**src/hw/ssq_pkg.sv**
```systemverilog
// Constants and types shared by both ends of the start-up sequencer link.
// Assumes one 20 MHz clock on both ends and a synchronous parallel host bus.
package ssq_pkg;

  // ****************************************************************
  // Timing
  // ****************************************************************
  localparam int CLK_KHZ = 20000;
  localparam int PD_MIN_NS = 100000;
  // Least time, so round up
  localparam int PD_CYCLES = (PD_MIN_NS * (CLK_KHZ / 1000) + 999) / 1000;
  localparam int RESET_CYCLES = 512;
  localparam int INIT_CYCLES = 128;
  localparam int CNT_W = 10;

  // ****************************************************************
  // Register space
  // ****************************************************************
  localparam int ADDR_W = 6;
  localparam int DATA_W = 8;
  localparam logic [5:0] ADDR_PAGE = 6'h00;
  localparam logic [5:0] ADDR_CMD = 6'h01;
  localparam logic [5:0] ADDR_CFG_FIRST = 6'h10;
  localparam logic [5:0] ADDR_CFG_LAST = 6'h2F;
  localparam int CFG_BYTES = 32;
  localparam int CFG_IDX_W = 5;
  localparam logic [7:0] CFG_RST = 8'h00;
  localparam logic [7:0] PAGE_RST = 8'h80;
  localparam logic [7:0] PAGE_IF_INIT = 8'h80;
  localparam logic [7:0] PAGE_LINEAR = 8'h00;
  localparam logic [5:0] CMD_STARTUP = 6'h3F;
  localparam logic [5:0] CMD_IDLE = 6'h00;
  localparam logic [1:0] COPY_SLOT = 2'h3;

  // ****************************************************************
  // Types
  // ****************************************************************
  typedef enum logic [2:0] {
    SSQ_D_PD = 3'b000,
    SSQ_D_OSC = 3'b001,
    SSQ_D_RESET = 3'b010,
    SSQ_D_INIT = 3'b011,
    SSQ_D_IDLE = 3'b100,
    SSQ_D_IFOK = 3'b101,
    SSQ_D_LINEAR = 3'b110
  } ssq_dstate_t;

  typedef enum logic [3:0] {
    SSQ_H_IDLE = 4'b0000,
    SSQ_H_PD = 4'b0001,
    SSQ_H_POLL = 4'b0010,
    SSQ_H_POLL_WT = 4'b0011,
    SSQ_H_PAGE80 = 4'b0100,
    SSQ_H_CHK = 4'b0101,
    SSQ_H_CHK_WT = 4'b0110,
    SSQ_H_PAGE00 = 4'b0111,
    SSQ_H_READY = 4'b1000,
    SSQ_H_URD_WT = 4'b1001,
    SSQ_H_FAIL = 4'b1010
  } ssq_hstate_t;

  typedef enum logic [1:0] {
    SSQ_IF_NONE = 2'b00,
    SSQ_IF_SEPARATE = 2'b01,
    SSQ_IF_MUXED = 2'b10
  } ssq_iftype_t;

endpackage

```
**src/hw/ssq_if.sv**
```systemverilog
// Link between the reader's start-up logic and the 8-bit host.
// Strobes are one-cycle pulses synchronous to the shared clock.
`timescale 1ns/10ps
interface ssq_if;
  logic pd_pin;
  logic ale;
  logic wr;
  logic rd;
  logic [5:0] addr;
  logic [7:0] wdata;
  logic [7:0] rdata;
  logic rvalid;
  logic irq;
  logic irq_oe;

  modport dev (
    input pd_pin,
    input ale,
    input wr,
    input rd,
    input addr,
    input wdata,
    output rdata,
    output rvalid,
    output irq,
    output irq_oe
  );

  modport host (
    output pd_pin,
    output ale,
    output wr,
    output rd,
    output addr,
    output wdata,
    input rdata,
    input rvalid,
    input irq,
    input irq_oe
  );
endinterface

```
**src/hw/ssq_dev.sv**
```systemverilog
// Reader-side start-up sequencer: power-down, reset, init copy, interface detection.
// Assumes supply_ok, osc_stable and nv_data synchronous; nv_data follows nv_addr.
`timescale 1ns/10ps

// How it works
// - Hold power-down while any supply is low
// - Host holds power-down pin high 100 us
// - Reset phase lasts exactly 512 stable cycles
// - Reset phase loads defined register reset values
// - Init phase of 128 cycles follows reset
// - Init copies stored bytes into 10h-2Fh
// - Command reads 3Fh once oscillator stable
// - After init enter idle, command 00h
// - Host polls command until it reads 00h
// - Host then writes 80h to page
// - Command reads 00h after interface detected
// - Page write 00h selects linear addressing
// - Detect interface type from access sequence
// - Power-down isolates inputs, freezes outputs, irq off
module ssq_dev (
  input wire logic clock,
  input wire logic rst_n,
  ssq_if.dev bus,
  input wire logic supply_ok,
  input wire logic osc_stable,
  input wire logic [7:0] nv_data,
  output logic [4:0] nv_addr,
  output logic [2:0] phase,
  output logic [1:0] if_type,
  output logic linear
);

  // ****************************************************************
  // State
  // ****************************************************************
  ssq_pkg::ssq_dstate_t state_ff, nxt_state;
  logic [ssq_pkg::CNT_W-1:0] cnt_ff, nxt_cnt;
  logic [5:0] cmd_ff;
  logic [7:0] page_ff;
  logic ale_seen_ff;
  logic [1:0] if_type_ff;
  logic linear_ff;
  logic [7:0] rdata_ff;
  logic rvalid_ff;
  logic irq_oe_ff;
  logic [4:0] nv_addr_ff;
  logic [7:0] cfg_ff [ssq_pkg::CFG_BYTES];

  // ****************************************************************
  // Decode
  // ****************************************************************
  wire pd_now = !supply_ok || bus.pd_pin;
  // Inputs are cut off while powered down; writes also while still starting up
  wire live = (state_ff == ssq_pkg::SSQ_D_IDLE) || (state_ff == ssq_pkg::SSQ_D_IFOK)
              || (state_ff == ssq_pkg::SSQ_D_LINEAR);
  wire bus_on = !pd_now && (state_ff != ssq_pkg::SSQ_D_PD);
  wire rd_ok = bus_on && bus.rd;
  wire wr_ok = bus_on && live && bus.wr;
  wire ale_ok = bus_on && bus.ale;
  wire hit_cmd = (bus.addr == ssq_pkg::ADDR_CMD);
  wire hit_page = (bus.addr == ssq_pkg::ADDR_PAGE);
  wire hit_cfg = linear_ff && (bus.addr >= ssq_pkg::ADDR_CFG_FIRST)
                 && (bus.addr <= ssq_pkg::ADDR_CFG_LAST);
  wire [4:0] cfg_idx = 5'(bus.addr - ssq_pkg::ADDR_CFG_FIRST);
  wire [4:0] copy_idx = cnt_ff[6:2];
  wire copy_now = (state_ff == ssq_pkg::SSQ_D_INIT) && (cnt_ff[1:0] == ssq_pkg::COPY_SLOT);
  wire reset_end = (cnt_ff == ssq_pkg::CNT_W'(ssq_pkg::RESET_CYCLES - 1));
  wire init_end = (cnt_ff == ssq_pkg::CNT_W'(ssq_pkg::INIT_CYCLES - 1));
  wire in_reset = (state_ff == ssq_pkg::SSQ_D_RESET);
  wire wr_page = wr_ok && hit_page;
  wire page80 = wr_page && (bus.wdata == ssq_pkg::PAGE_IF_INIT);
  wire page00 = wr_page && (bus.wdata == ssq_pkg::PAGE_LINEAR);
  wire [7:0] rd_mux = hit_cmd ? {2'h0, cmd_ff} :
                      hit_page ? page_ff :
                      hit_cfg ? cfg_ff[cfg_idx] : 8'h00;

  // ****************************************************************
  // Phase sequencing
  // ****************************************************************
  always_comb begin
    nxt_state = state_ff;
    nxt_cnt = cnt_ff;
    case (state_ff)
      ssq_pkg::SSQ_D_PD: begin
        nxt_cnt = '0;
        if (!pd_now) begin
          nxt_state = ssq_pkg::SSQ_D_OSC;
        end
      end
      ssq_pkg::SSQ_D_OSC: begin
        if (osc_stable) begin
          nxt_state = ssq_pkg::SSQ_D_RESET;
        end
      end
      ssq_pkg::SSQ_D_RESET: begin
        if (osc_stable) begin
          nxt_cnt = cnt_ff + 1'b1;
          if (reset_end) begin
            nxt_state = ssq_pkg::SSQ_D_INIT;
            nxt_cnt = '0;
          end
        end
      end
      ssq_pkg::SSQ_D_INIT: begin
        nxt_cnt = cnt_ff + 1'b1;
        if (init_end) begin
          nxt_state = ssq_pkg::SSQ_D_IDLE;
          nxt_cnt = '0;
        end
      end
      ssq_pkg::SSQ_D_IDLE: begin
        if (page80) begin
          nxt_state = ssq_pkg::SSQ_D_IFOK;
        end
      end
      ssq_pkg::SSQ_D_IFOK: begin
        if (page00) begin
          nxt_state = ssq_pkg::SSQ_D_LINEAR;
        end
      end
      ssq_pkg::SSQ_D_LINEAR: begin
        nxt_state = ssq_pkg::SSQ_D_LINEAR;
      end
      default: begin
        nxt_state = ssq_pkg::SSQ_D_PD;
        nxt_cnt = '0;
      end
    endcase
    if (pd_now) begin
      nxt_state = ssq_pkg::SSQ_D_PD;
      nxt_cnt = '0;
    end
  end

  always_ff @(posedge clock or negedge rst_n) begin
    if (!rst_n) begin
      state_ff <= ssq_pkg::SSQ_D_PD;
      cnt_ff <= '0;
    end else begin
      state_ff <= nxt_state;
      cnt_ff <= nxt_cnt;
    end
  end

  // ****************************************************************
  // Command, page, detection
  // ****************************************************************
  always_ff @(posedge clock or negedge rst_n) begin
    if (!rst_n) begin
      cmd_ff <= ssq_pkg::CMD_STARTUP;
      page_ff <= ssq_pkg::PAGE_RST;
      ale_seen_ff <= 1'b0;
      if_type_ff <= ssq_pkg::SSQ_IF_NONE;
      linear_ff <= 1'b0;
    end else if (state_ff == ssq_pkg::SSQ_D_PD || in_reset) begin
      // Reset values reloaded on every pass through reset
      cmd_ff <= ssq_pkg::CMD_STARTUP;
      page_ff <= ssq_pkg::PAGE_RST;
      ale_seen_ff <= 1'b0;
      if_type_ff <= ssq_pkg::SSQ_IF_NONE;
      linear_ff <= 1'b0;
    end else begin
      if (state_ff == ssq_pkg::SSQ_D_INIT && init_end) begin
        cmd_ff <= ssq_pkg::CMD_IDLE;
      end else if (wr_ok && hit_cmd && linear_ff) begin
        cmd_ff <= bus.wdata[5:0];
      end
      if (wr_page) begin
        page_ff <= bus.wdata;
      end
      if (ale_ok && !linear_ff) begin
        ale_seen_ff <= 1'b1;
      end
      // Latch on a strobe elsewhere would be a muxed bus; separate bus never pulses it
      if (page80 && state_ff == ssq_pkg::SSQ_D_IDLE) begin
        if_type_ff <= (ale_seen_ff || ale_ok) ? ssq_pkg::SSQ_IF_MUXED : ssq_pkg::SSQ_IF_SEPARATE;
        cmd_ff <= ssq_pkg::CMD_IDLE;
      end
      if (page00 && state_ff == ssq_pkg::SSQ_D_IFOK) begin
        linear_ff <= 1'b1;
      end
    end
  end

  // ****************************************************************
  // Configuration copy
  // ****************************************************************
  always_ff @(posedge clock or negedge rst_n) begin
    if (!rst_n) begin
      nv_addr_ff <= '0;
    end else begin
      nv_addr_ff <= nxt_cnt[6:2];
    end
  end

  genvar gi;
  generate
    for (gi = 0; gi < ssq_pkg::CFG_BYTES; gi++) begin : g_cfg
      wire copy_me = copy_now && (copy_idx == ssq_pkg::CFG_IDX_W'(gi));
      wire host_me = wr_ok && hit_cfg && (cfg_idx == ssq_pkg::CFG_IDX_W'(gi));
      always_ff @(posedge clock or negedge rst_n) begin
        if (!rst_n) begin
          cfg_ff[gi] <= ssq_pkg::CFG_RST;
        end else if (in_reset) begin
          cfg_ff[gi] <= ssq_pkg::CFG_RST;
        end else if (copy_me) begin
          // Address held three cycles before the slot, so one-cycle memory is safe
          cfg_ff[gi] <= nv_data;
        end else if (host_me) begin
          cfg_ff[gi] <= bus.wdata;
        end
      end
    end
  endgenerate

  // ****************************************************************
  // Host read path and pin freeze
  // ****************************************************************
  always_ff @(posedge clock or negedge rst_n) begin
    if (!rst_n) begin
      rdata_ff <= 8'h00;
      rvalid_ff <= 1'b0;
      irq_oe_ff <= 1'b0;
    end else begin
      rdata_ff <= rd_ok ? rd_mux : 8'h00;
      rvalid_ff <= rd_ok;
      irq_oe_ff <= bus_on;
    end
  end

  assign bus.rdata = rdata_ff;
  assign bus.rvalid = rvalid_ff;
  assign bus.irq = 1'b0;
  assign bus.irq_oe = irq_oe_ff;
  assign nv_addr = nv_addr_ff;
  assign phase = state_ff;
  assign if_type = if_type_ff;
  assign linear = linear_ff;

endmodule // ssq_dev

```
**src/flat_wrapper.sv**
```systemverilog
// flat-port wrapper written by rule: the top's interface ports become plain ports
module ssq_dev_flat 
  (clock, rst_n, supply_ok, osc_stable, nv_data, nv_addr, phase, if_type, linear, bus_pd_pin, bus_ale, bus_wr, bus_rd, bus_addr, bus_wdata, bus_rdata, bus_rvalid, bus_irq, bus_irq_oe);
  ssq_if bus_i ();
  input wire logic clock;
  input wire logic rst_n;
  input wire logic supply_ok;
  input wire logic osc_stable;
  input wire logic [7:0] nv_data;
  output logic [4:0] nv_addr;
  output logic [2:0] phase;
  output logic [1:0] if_type;
  output logic linear;
  input wire logic [$bits(bus_i.pd_pin)-1:0] bus_pd_pin;
  input wire logic [$bits(bus_i.ale)-1:0] bus_ale;
  input wire logic [$bits(bus_i.wr)-1:0] bus_wr;
  input wire logic [$bits(bus_i.rd)-1:0] bus_rd;
  input wire logic [$bits(bus_i.addr)-1:0] bus_addr;
  input wire logic [$bits(bus_i.wdata)-1:0] bus_wdata;
  output wire logic [$bits(bus_i.rdata)-1:0] bus_rdata;
  output wire logic [$bits(bus_i.rvalid)-1:0] bus_rvalid;
  output wire logic [$bits(bus_i.irq)-1:0] bus_irq;
  output wire logic [$bits(bus_i.irq_oe)-1:0] bus_irq_oe;
  assign bus_i.pd_pin = bus_pd_pin;
  assign bus_i.ale = bus_ale;
  assign bus_i.wr = bus_wr;
  assign bus_i.rd = bus_rd;
  assign bus_i.addr = bus_addr;
  assign bus_i.wdata = bus_wdata;
  assign bus_rdata = bus_i.rdata;
  assign bus_rvalid = bus_i.rvalid;
  assign bus_irq = bus_i.irq;
  assign bus_irq_oe = bus_i.irq_oe;
  ssq_dev u_core (.clock(clock), .rst_n(rst_n), .bus(bus_i), .supply_ok(supply_ok), .osc_stable(osc_stable), .nv_data(nv_data), .nv_addr(nv_addr), .phase(phase), .if_type(if_type), .linear(linear));
endmodule
```
**config.mk**
```make
export PLATFORM = sky130hd
export DESIGN_NAME = ssq_dev_flat
export DESIGN_NICKNAME = d
export VERILOG_FILES = /design/src/hw/ssq_pkg.sv /design/src/hw/ssq_if.sv /design/src/hw/ssq_dev.sv /design/src/flat_wrapper.sv
export SDC_FILE = /design/constraint.sdc
export NUM_CORES = 1
export LEC_CHECK = 0
export ABC_AREA = 1
export BUFFER_PORTS_ARGS = -buffer_cell sky130_fd_sc_hd__clkbuf_2
export CORE_ASPECT_RATIO = 0.7
export CORE_MARGIN = 3
export CORE_UTILIZATION = 55
export CTS_CLUSTER_SIZE = 16
export DETAILED_ROUTE_END_ITERATION = 8
export GPL_ROUTABILITY_DRIVEN = 0
export PLACE_DENSITY = 0.68
export SETUP_SLACK_MARGIN = 0.02
export SYNTH_ARGS = -nofsm -noshare
export SYNTH_HDL_FRONTEND = slang
export SYNTH_SLANG_ARGS = --single-unit
```
**constraint.sdc**
```tcl
create_clock -name clock -period 3.5 [get_ports clock]
set_input_delay 0.35 -clock clock [delete_from_list [all_inputs] [get_ports clock]]
set_output_delay 0.35 -clock clock [all_outputs]
set_load 0.02 [all_outputs]
```
# == Word-level counts from Yosys, hierarchy flattened ==
# Cells that the tools add are included.
# totals
reg_bits,297
input_bits,30
out_inout_bits,22
word_cells,394
# classes
n_addsub,2
magnitude_cmp,3
n_eq_ne,80
muxes,129
n_bitwise,1
reduce_logical,136
# op_table
operator,count
8-bit two-way mux,104
5-bit == test (second input constant),32
3-bit nonzero test,33
1-bit logical AND,82
5-bit by 4-bit == test with 1-bit output (second input constant),16
8-bit binary-select mux with 5-bit select,1
5-bit by 3-bit == test with 1-bit output (second input constant),8
10-bit two-way mux,4
10-bit one-hot mux with 3 select lines,1
6-bit two-way mux,4
3-bit two-way mux,7
3-bit one-hot mux with 7 select lines,1
5-bit by 2-bit == test with 1-bit output (second input constant),4
3-bit by 1-bit inequality test with 1-bit output (second input constant),4
10-bit by 1-bit adder with 10-bit output (second input constant),1
10-bit by 7-bit == test with 1-bit output (second input constant),1
10-bit by 9-bit == test with 1-bit output (second input constant),1
5-bit by 1-bit == test with 1-bit output (second input constant),2
5-bit zero test,2
3-bit == test (second input constant),3
8-bit == test (second input constant),1
8-bit zero test,1
2-bit nonzero test,4
3-bit by 2-bit == test with 1-bit output (second input constant),2
other kinds (20),32

# == Longest topological paths before layout ==
# Gate-level depths: netlist of run 1.
# depth
depth_word,12
mapped_depth,13
mapped_depth_nobuf,12

# == Least setup slack after synthesis of run 1 ==
# OpenSTA, ideal clock, no wires.
# synth_timing
path_type,register to register
startpoint,register u_core.state_ff[1] (netlist: u_core.phase[1])
endpoint,register u_core.cfg_ff[77] in the netlist's numbering
setup_ns,0.066
arrival_ns,1.966
t_required_ns,3.434
setup_slack_ns,1.468
stages_incl_launch_ff,14
path_buffers,3
synth_period_minus_slack_ns,2.032
path_cell_list,dfrtp_1 buf_2 nand2_2 nor2_4 nand2_4 nor2_4 inv_4 buf_8 nor2_4 buf_4 nor2_1 a21oi_1 nand3_1 nand2_1
# synth_between
elab_chain_len,8
word_cells_on_any_way,18
cone_classes,eq/ne (5); mux (2); reduce/logical (11)
# synth_rtl
item,line_no,text
"start, declared",ssq_dev.sv:36,"ssq_pkg::ssq_dstate_t state_ff, nxt_state;"
"start signal, assigned",ssq_dev.sv:137,state_ff <= ssq_pkg::SSQ_D_PD;
"start signal, assigned",ssq_dev.sv:140,state_ff <= nxt_state;
3-bit == test,ssq_dev.sv:54,wire live = (state_ff == ssq_pkg::SSQ_D_IDLE) || (state_ff == ssq_pkg::SSQ_D_IFOK)
1-bit logical OR,ssq_dev.sv:54,
1-bit logical OR,ssq_dev.sv:55,|| (state_ff == ssq_pkg::SSQ_D_LINEAR);
1-bit logical AND (2 in a row),ssq_dev.sv:58,wire wr_ok = bus_on && live && bus.wr;
1-bit logical AND (2 in a row),ssq_dev.sv:200,wire host_me = wr_ok && hit_cfg && (cfg_idx == ssq_pkg::CFG_IDX_W'(gi));
3-bit nonzero test (no line),--,
"end signal, assigned by index",ssq_dev.sv:203,cfg_ff[gi] <= ssq_pkg::CFG_RST;
"end signal, assigned by index",ssq_dev.sv:205,cfg_ff[gi] <= ssq_pkg::CFG_RST;
"end signal, assigned by index",ssq_dev.sv:208,cfg_ff[gi] <= nv_data;
"end, declared",ssq_dev.sv:47,logic [7:0] cfg_ff [ssq_pkg::CFG_BYTES];
# Several ways; a longest one is shown, not always the timed one.
# A chain may end at the register's enable or synchronous reset.

# == Final worst setup path of run 1 ==
# layout_timing
startpoint,register u_core.state_ff[1] (netlist: u_core.phase[1])
endpoint,register u_core.cfg_ff[82] in the netlist's numbering
# The elaborated chain is that of the path after synthesis.

==> results of run 1 <==
## worst register-to-register path: cells and delay by family (launching register included)
family | cells | cell delay [ns]
flip-flops | 1 | 0.60
AO/OA/AOI/OAI | 1 | 0.16
buffers and inverters | 3 | 0.72
AND/OR/NAND/NOR | 7 | 1.34
## metrics by stage
stage | hold slack [ns] | std cells | setup WS (ns)
after detailed placement | 0.422 | 3124 | 0.684
after global placement | 0.421 | 3124 | 0.790
after floorplan | 0.0544 | 2771 | 1.47
after global routing | 0.0560 | 3180 | 0.482
final | 0.0439 | 3180 | 0.622
after CTS | 0.0304 | 3180 | 0.737
## worst max-delay path by stage
stage | from | to | slack, ns | cells past startpoint
final | u_core.phase[1] | u_core.cfg_ff[82] | 0.62 | 11
after global routing | u_core.phase[2] | u_core.cfg_ff[82] | 0.48 | 11
after detailed placement | bus_pd_pin | u_core.cfg_ff[82] | 0.68 | 13
after CTS | u_core.phase[1] | u_core.cfg_ff[82] | 0.74 | 11
after floorplan | u_core.phase[1] | u_core.cfg_ff[77] | 1.47 | 13
after global placement | bus_pd_pin | u_core.cfg_ff[83] | 0.79 | 13
## state kept, by name (all words and copies together) (netlist names)
name / count
u_core.bus.rdata: 8
u_core.if_type: 2
u_core.bus.rvalid: 1
u_core.cnt_ff: 10
u_core.cfg_ff: 256
u_core.ale_seen_ff: 1
u_core.bus.irq_oe: 1
u_core.page_ff: 8
u_core.phase: 3
u_core.linear: 1
u_core.cmd_ff: 6
## cells by family (layout without fill, tap and decap cells)
logic type	count (synthesis)	after routing	share of synthesized area (%)
adders and majority gates	1	1	0.0674
buffers and inverters	266	248	5.98
xor gates and xnor gates	3	3	0.142
and+or+nand+nor	1696	1696	38.8
DFF	297	297	40.1
other	1	1	0.0202
AOI/OAI and AO/OA	507	507	14.9
## area by class of cell
class	count	area share [%]
inverters	91	1.71
well taps	427	2.66
flip-flops and latches	297	37.0
clock buffers	47	4.56
repair buffers	102	3.69
multi-input cells	2208	49.9
clock inverters	8	0.480
## routing by layer
metal	vias to the layer above	routed length, µm	GRT usage [%]
met5	-	0	0
met4	0	2700	12.5
met3	223	8880	9.54
met2	1275	28800	54.0
met1	9359	28900	55.3
li1	9009	-	-
## power by group
part / total [W] / internal, W / switching [W]
Sequential: 0.00470 / 0.00422 / 0.000481
Clock: 0.00340 / 0.00194 / 0.00146
Combinational: 0.00219 / 0.000760 / 0.00143
## synth_stat cells, types with 4 or more instances
library cell,number,area [µm²]
dfrtp_1,290,7260
nor2_2,27,169
nor3_2,4,40.0
nor3_1,17,85.1
a21oi_1,256,1280
o211ai_1,18,135
o2111ai_1,32,280
a21oi_2,10,87.6
o21ai_2,4,35.0
o21ai_1,13,65.1
o21ai_0,169,846
buf_4,12,90.1
nand2_1,1111,4170
inv_2,17,63.8
nand3_2,9,90.1
nand4_2,12,150
buf_2,36,180
clkbuf_1,111,417
nand2_2,9,56.3
nor2_1,194,728
nor2_4,9,101
nand3_1,285,1430
nand4_1,11,68.8
inv_1,71,267
dfstp_2,7,184
buf_1,14,52.6
==> reports/qor.csv, run 1 <==
metric;value;unit
outcome;completed;
cell-by-cell trace of the critical path;inv_1 -> nand2_1 -> nand2_1 -> nor2_2 -> nand2_1 -> inv_2 -> buf_4 -> nand3_2 -> nand2_1 -> o2111ai_1 -> nand2_1;
worst skew pair latency;0.59;ns
capturing element type of the critical path;flip-flop;
warnings from Yosys;0;
leakage power total;10.3;nW
core footprint;0.0328;mm²
distinct cell type count after synthesis;43;
die width;225;µm
Total Nets Final;2762;
Worst VDD drop;364;µV
Required @ worst endpoint;4.01;ns
Filler Cell Count;3084;
wire length of the first global-routing pass;106000;µm
portion of the post-synthesis area used by sequential elements;40.1;%
max-cap check violation count;0;
delay of the slowest cell on the worst path;0.60;ns
setup skew after layout;0.0216;ns
critical register-to-register path endpoint;u_core.cfg_ff[82];
post-layout total power;0.0103;W
Post-CTS Resized;0;
net count after synthesis;2802;
unrepaired setup endpoints after global routing;false;
Max Clock Freq;347;MHz
leading cell types in the layout, fill and taps excluded;nand2_1 (1111), dfrtp_1 (290), nand3_1 (285), a21oi_1 (256), nor2_1 (192);
antenna-violating nets left;0;
starting utilization of the core area;56.6;%
total area of multi-input combinational cells;0.0100;mm²
Reg2Reg Depth;11;
GRT overflow;0;
number of flops mapped to enable cells by yosys;0;
maximum level of the CTS H-tree;1;
instance area at placement;0.0191;mm²
final design instance area without fill;0.0201;mm²
DR DRC count;0;
number of diodes added for antenna fixing;0;
class of the tightest hold or removal check;in2reg;
Clock Tree Root;clkbuf_16;
Detailed Route Iter0 Violations;2684;
vias in the first global route;17831;
Setup Total Neg Slack;0;ns
worst path bufs/invs;3;
hold-fix buffers at CTS;1;
maximum root-to-sink buffer count;3;
Hold Violations, Final;0;
total wirelength of the detailed-routed design;69300;µm
Syn Area/Cell;6.69;µm²
std cell rows;55;
worst slew margin relative to its limit;34.6;%
proportion of register bits with asynchronous set or reset after synthesis;100;%
I/O pin count;52;
worst min-delay path endpoint;u_core.bus.rdata[6];
via density per instance;6.25;
sequential cell area;0.00744;mm²
DIE HEIGHT;160;µm
Detailed Place HPWL;43300;µm
Setup Viol. Count Final;0;
final design utilization;61.3;%
most common cell after layout, fill and taps aside;nand2_1;
Hold Path Cell Cnt;3;
dominant delay contributor by cell family on the critical path;simple AND/OR/NAND/NOR gates;
reg2reg start;u_core.phase[1];
crit-path max FO;16;
Worst Path Arrival;3.39;ns
period utilization;82.2;%
number of antenna violations at the first check in global routing;0;
number of clock buffers inserted by TritonCTS;31;
synthesis-stage register bit count;297;
hold wc startpoint;bus_rd;
fraction of final layout cells sized beyond drive strength 1;9.73;%
synthesized cell area;0.0185;mm²
final worst path period need;2.88;ns
die area;0.0360;mm²
Pre-antenna DRT Iters;6;
crit path launch type;flip-flop;
overall routing resource usage;37.6;%
Slowest cell on crit path;dfrtp_1;
count of buffers inserted at the top-level ports;50;
power density over the cells;512;mW/mm²
sink count of the clock tree;297;
layout-stage area growth over the synthesis result;8.30;%
Top FF cell, synth;dfrtp_1;
post-synthesis cell count;2771;
detailed-route via count;19866;
final count of pins violating max slew;0;
Post-CTS Setup Bufs;0;
wire length per cell;21.8;µm
TritonCTS clock tree;built;
clock-pin slew reported for the worst setup and hold paths after clock tree synthesis;0.07;ns
setup slack, reg-to-reg;0.62;ns
worst-margin pin slew;0.982;ns
Crit path top cell by count;nand2_1;
largest net degree at the start of global routing;141;
path type of the worst setup path;reg2reg;
Note: power is estimated with default switching activity, not from simulation.
==> run 2, diff against run 1 <==
- clock period: 3.5 -> 2.7 ns (I/O delays scaled with it)
==> run 2 against run 1 <==
  * Count of clock-buffer cells in the layout decreased by 1
  * Routed wire length is 1.3% lower
  * Cell count grew 1.4%
  * Clock skew down 0.011 ns
  * Clock power grew 34%
  * Non-clock buffer count is 43 higher
  * Hold slack got worse by 0.0041 ns
  * Core utilization increased by 1.3 points
  * Flip-flop and latch count is the same
  * Global-route usage up 0.10 points
  * Total power grew 31%
  * Critical path type unchanged
  * Critical endpoint is now u_core.cfg_ff[245]
==> reports/qor.csv, run 2 (same netlist as run 1, synthesis figures left out) <==
metric;value;unit;change
outcome;completed;;
wire length of the first global-routing pass;107000;µm;+0.81%
total wirelength of the detailed-routed design;68400;µm;-1.3%
met3 wire length;9150;µm;+3.1%
largest registers;u_core.cfg_ff (256), u_core.cnt_ff (10);;
TritonCTS clock tree;built;;
Max Clock Freq;401;MHz;+15%
path type of the worst setup path;reg2reg;;
Detailed Place HPWL;43800;µm;+1.1%
number of diodes added for antenna fixing;0;;unchanged
period utilization;92.4;%;+10 points
crit path setup slack, layout;0.206;ns;-0.416 ns
Post-Place Cells;3165;;+1.3%
final count of pins violating max slew;0;;unchanged
core footprint;0.0328;mm²;unchanged
die area;0.0360;mm²;unchanged
antenna-violating nets left;0;;unchanged
highest metal used;met4;;
largest net degree at the start of global routing;86;;-39%
post-route insts no fill;3225;;+1.4%
DIE HEIGHT;160;µm;unchanged
max-cap check violation count;0;;unchanged
count of buffers inserted at the top-level ports;50;;unchanged
Setup Viol. Count Final;0;;unchanged
fraction of final layout cells sized beyond drive strength 1;11.2;%;+1.4 points
met1 WL;28200;µm;-2.5%
Setup Total Neg Slack;0;ns;unchanged
leading cell types in the layout, fill and taps excluded;nand2_1 (1109), dfrtp_1 (290), nand3_1 (285), a21oi_1 (256), nor2_1 (191);;
Total Nets Final;2805;;+1.6%
std cell rows;55;;unchanged
class of the tightest hold or removal check;in2reg;;
Biggest register;u_core.cfg_ff;;
DR DRC count;0;;unchanged
layout-stage area growth over the synthesis result;10.7;%;
number of flip-flops under the largest register name;256;;unchanged
worst skew pair latency;0.59;ns;about the same
starting utilization of the core area;56.6;%;unchanged
Hold Violations, Final;0;;unchanged
clock-pin slew reported for the worst setup and hold paths after clock tree synthesis;0.06;ns;about the same
detailed-route via count;19842;;-0.12%
capturing element type of the critical path;flip-flop;;
most common cell after layout, fill and taps aside;nand2_1;;
leakage power total;10.6;nW;+2.5%
via density per instance;6.15;;-1.5%
maximum level of the CTS H-tree;1;;unchanged
maximum root-to-sink buffer count;3;;unchanged
final worst path period need;2.49;ns;-0.384 ns
I/O pin count;52;;unchanged
crit-path max FO;12;;-4
number of antenna violations at the first check in global routing;0;;unchanged
worst-margin pin slew;0.917;ns;-0.0648 ns
Post-Place Setup Slack;0.280;ns;-0.404 ns
setup skew after layout;0.0109;ns;-0.0107 ns
die width;225;µm;unchanged
Clock Tree Root;clkbuf_16;;
Detailed Route Iter0 Violations;2792;;+4.0%
crit path launch type;flip-flop;;
GRT overflow;0;;unchanged
Worst VDD drop;439;µV;+21%
Required @ worst endpoint;3.17;ns;-0.84 ns
sink count of the clock tree;297;;unchanged
overall routing resource usage;37.7;%;+0.10 points
vias in the first global route;18309;;+2.7%
number of clock buffers inserted by TritonCTS;31;;unchanged
wire length per cell;21.2;µm;-2.7%
Worst Path Arrival;2.97;ns;-0.42 ns
power density over the cells;658;mW/mm²;+29%
final design utilization;62.7;%;+1.3 points
unrepaired setup endpoints after global routing;false;;
wire length on met2;28600;µm;-0.67%
post-layout total power;0.0135;W;+31%
worst slew margin relative to its limit;38.8;%;+4.3 points
Pre-antenna DRT Iters;9;;+3
[run 2: cell count changes in the layout (fill, tap and decap cells not counted), sizes merged]
cell	before	now
clkbuf	95	94
bufinv	2	3
dlygate4sd3	1	3
clkinv	7	8
buf	53	94
inv	89	90
[run 2: worst paths after layout]
| check | start | endpoint | slack (ns) | depth (start not counted) |
|---|---|---|---|---|
| max in group asynchronous | rst_n | u_core.page_ff[7] | 1.57 | 3 |
| min reg2reg | u_core.cfg_ff[240] | u_core.cfg_ff[240] | 0.48 | 2 |
| max reg2reg | u_core.cnt_ff[0] | u_core.cfg_ff[245] | 0.21 | 8 |
| max | u_core.cnt_ff[0] | u_core.cfg_ff[245] | 0.21 | 8 |
| min | nv_data[5] | u_core.cfg_ff[117] | 0.04 | 3 |
| min in group asynchronous | rst_n | u_core.cfg_ff[134] | 0.27 | 2 |
[run 2: cell type report]
type	instances	area [µm²]
Fill cell	3125	12200
Multi-Input combinational cell	2208	10000
Sequential cell	297	7440
Timing Repair Buffer	145	1120
Clock buffer	46	922
Tap cell	427	534
Inverter	91	344
Clock inverter	11	136
[run 2: critical path, stage by stage, from the launching register on]
cell and delay, ns:
dfrtp_1 0.39, ha_1 0.29, nand3_2 0.36, buf_12 0.22, o21ai_0 0.08, nor2_1 0.63
inv_2 0.20, nand2_1 0.13, nand2_1 0.06
[run 2: what timing repair did]
item	4_1_cts	5_1_grt
endpoints found under the setup margin	0	18
endpoints found under the hold margin	72	0
buffers inserted	0	0
hold buffers	3	0
resized for setup	0	4
[run 2: through the flow]
step,hold WS (ns),area [µm²]
global placement,0.302,19400
detailed placement,0.304,19400
CTS,0.0380,20500
floorplan,-0.0256,18500
global route,0.0714,20500
finish,0.0398,20500
[run 2: power breakdown]
group	internal [W]	switching (W)	total (W)
combinational	0.00102	0.00186	0.00289
sequential	0.00547	0.000606	0.00608
clock	0.00264	0.00191	0.00455
total	0.00913	0.00438	0.0135
[run 2: per-layer routing]
| layer | GRT usage (%) | vias up |
|---|---|---|
| met5 | 0 | - |
| li1 | - | 9106 |
| met4 | 12.2 | 0 |
| met2 | 54.2 | 1233 |
| met3 | 10.3 | 214 |
| met1 | 55.0 | 9289 |
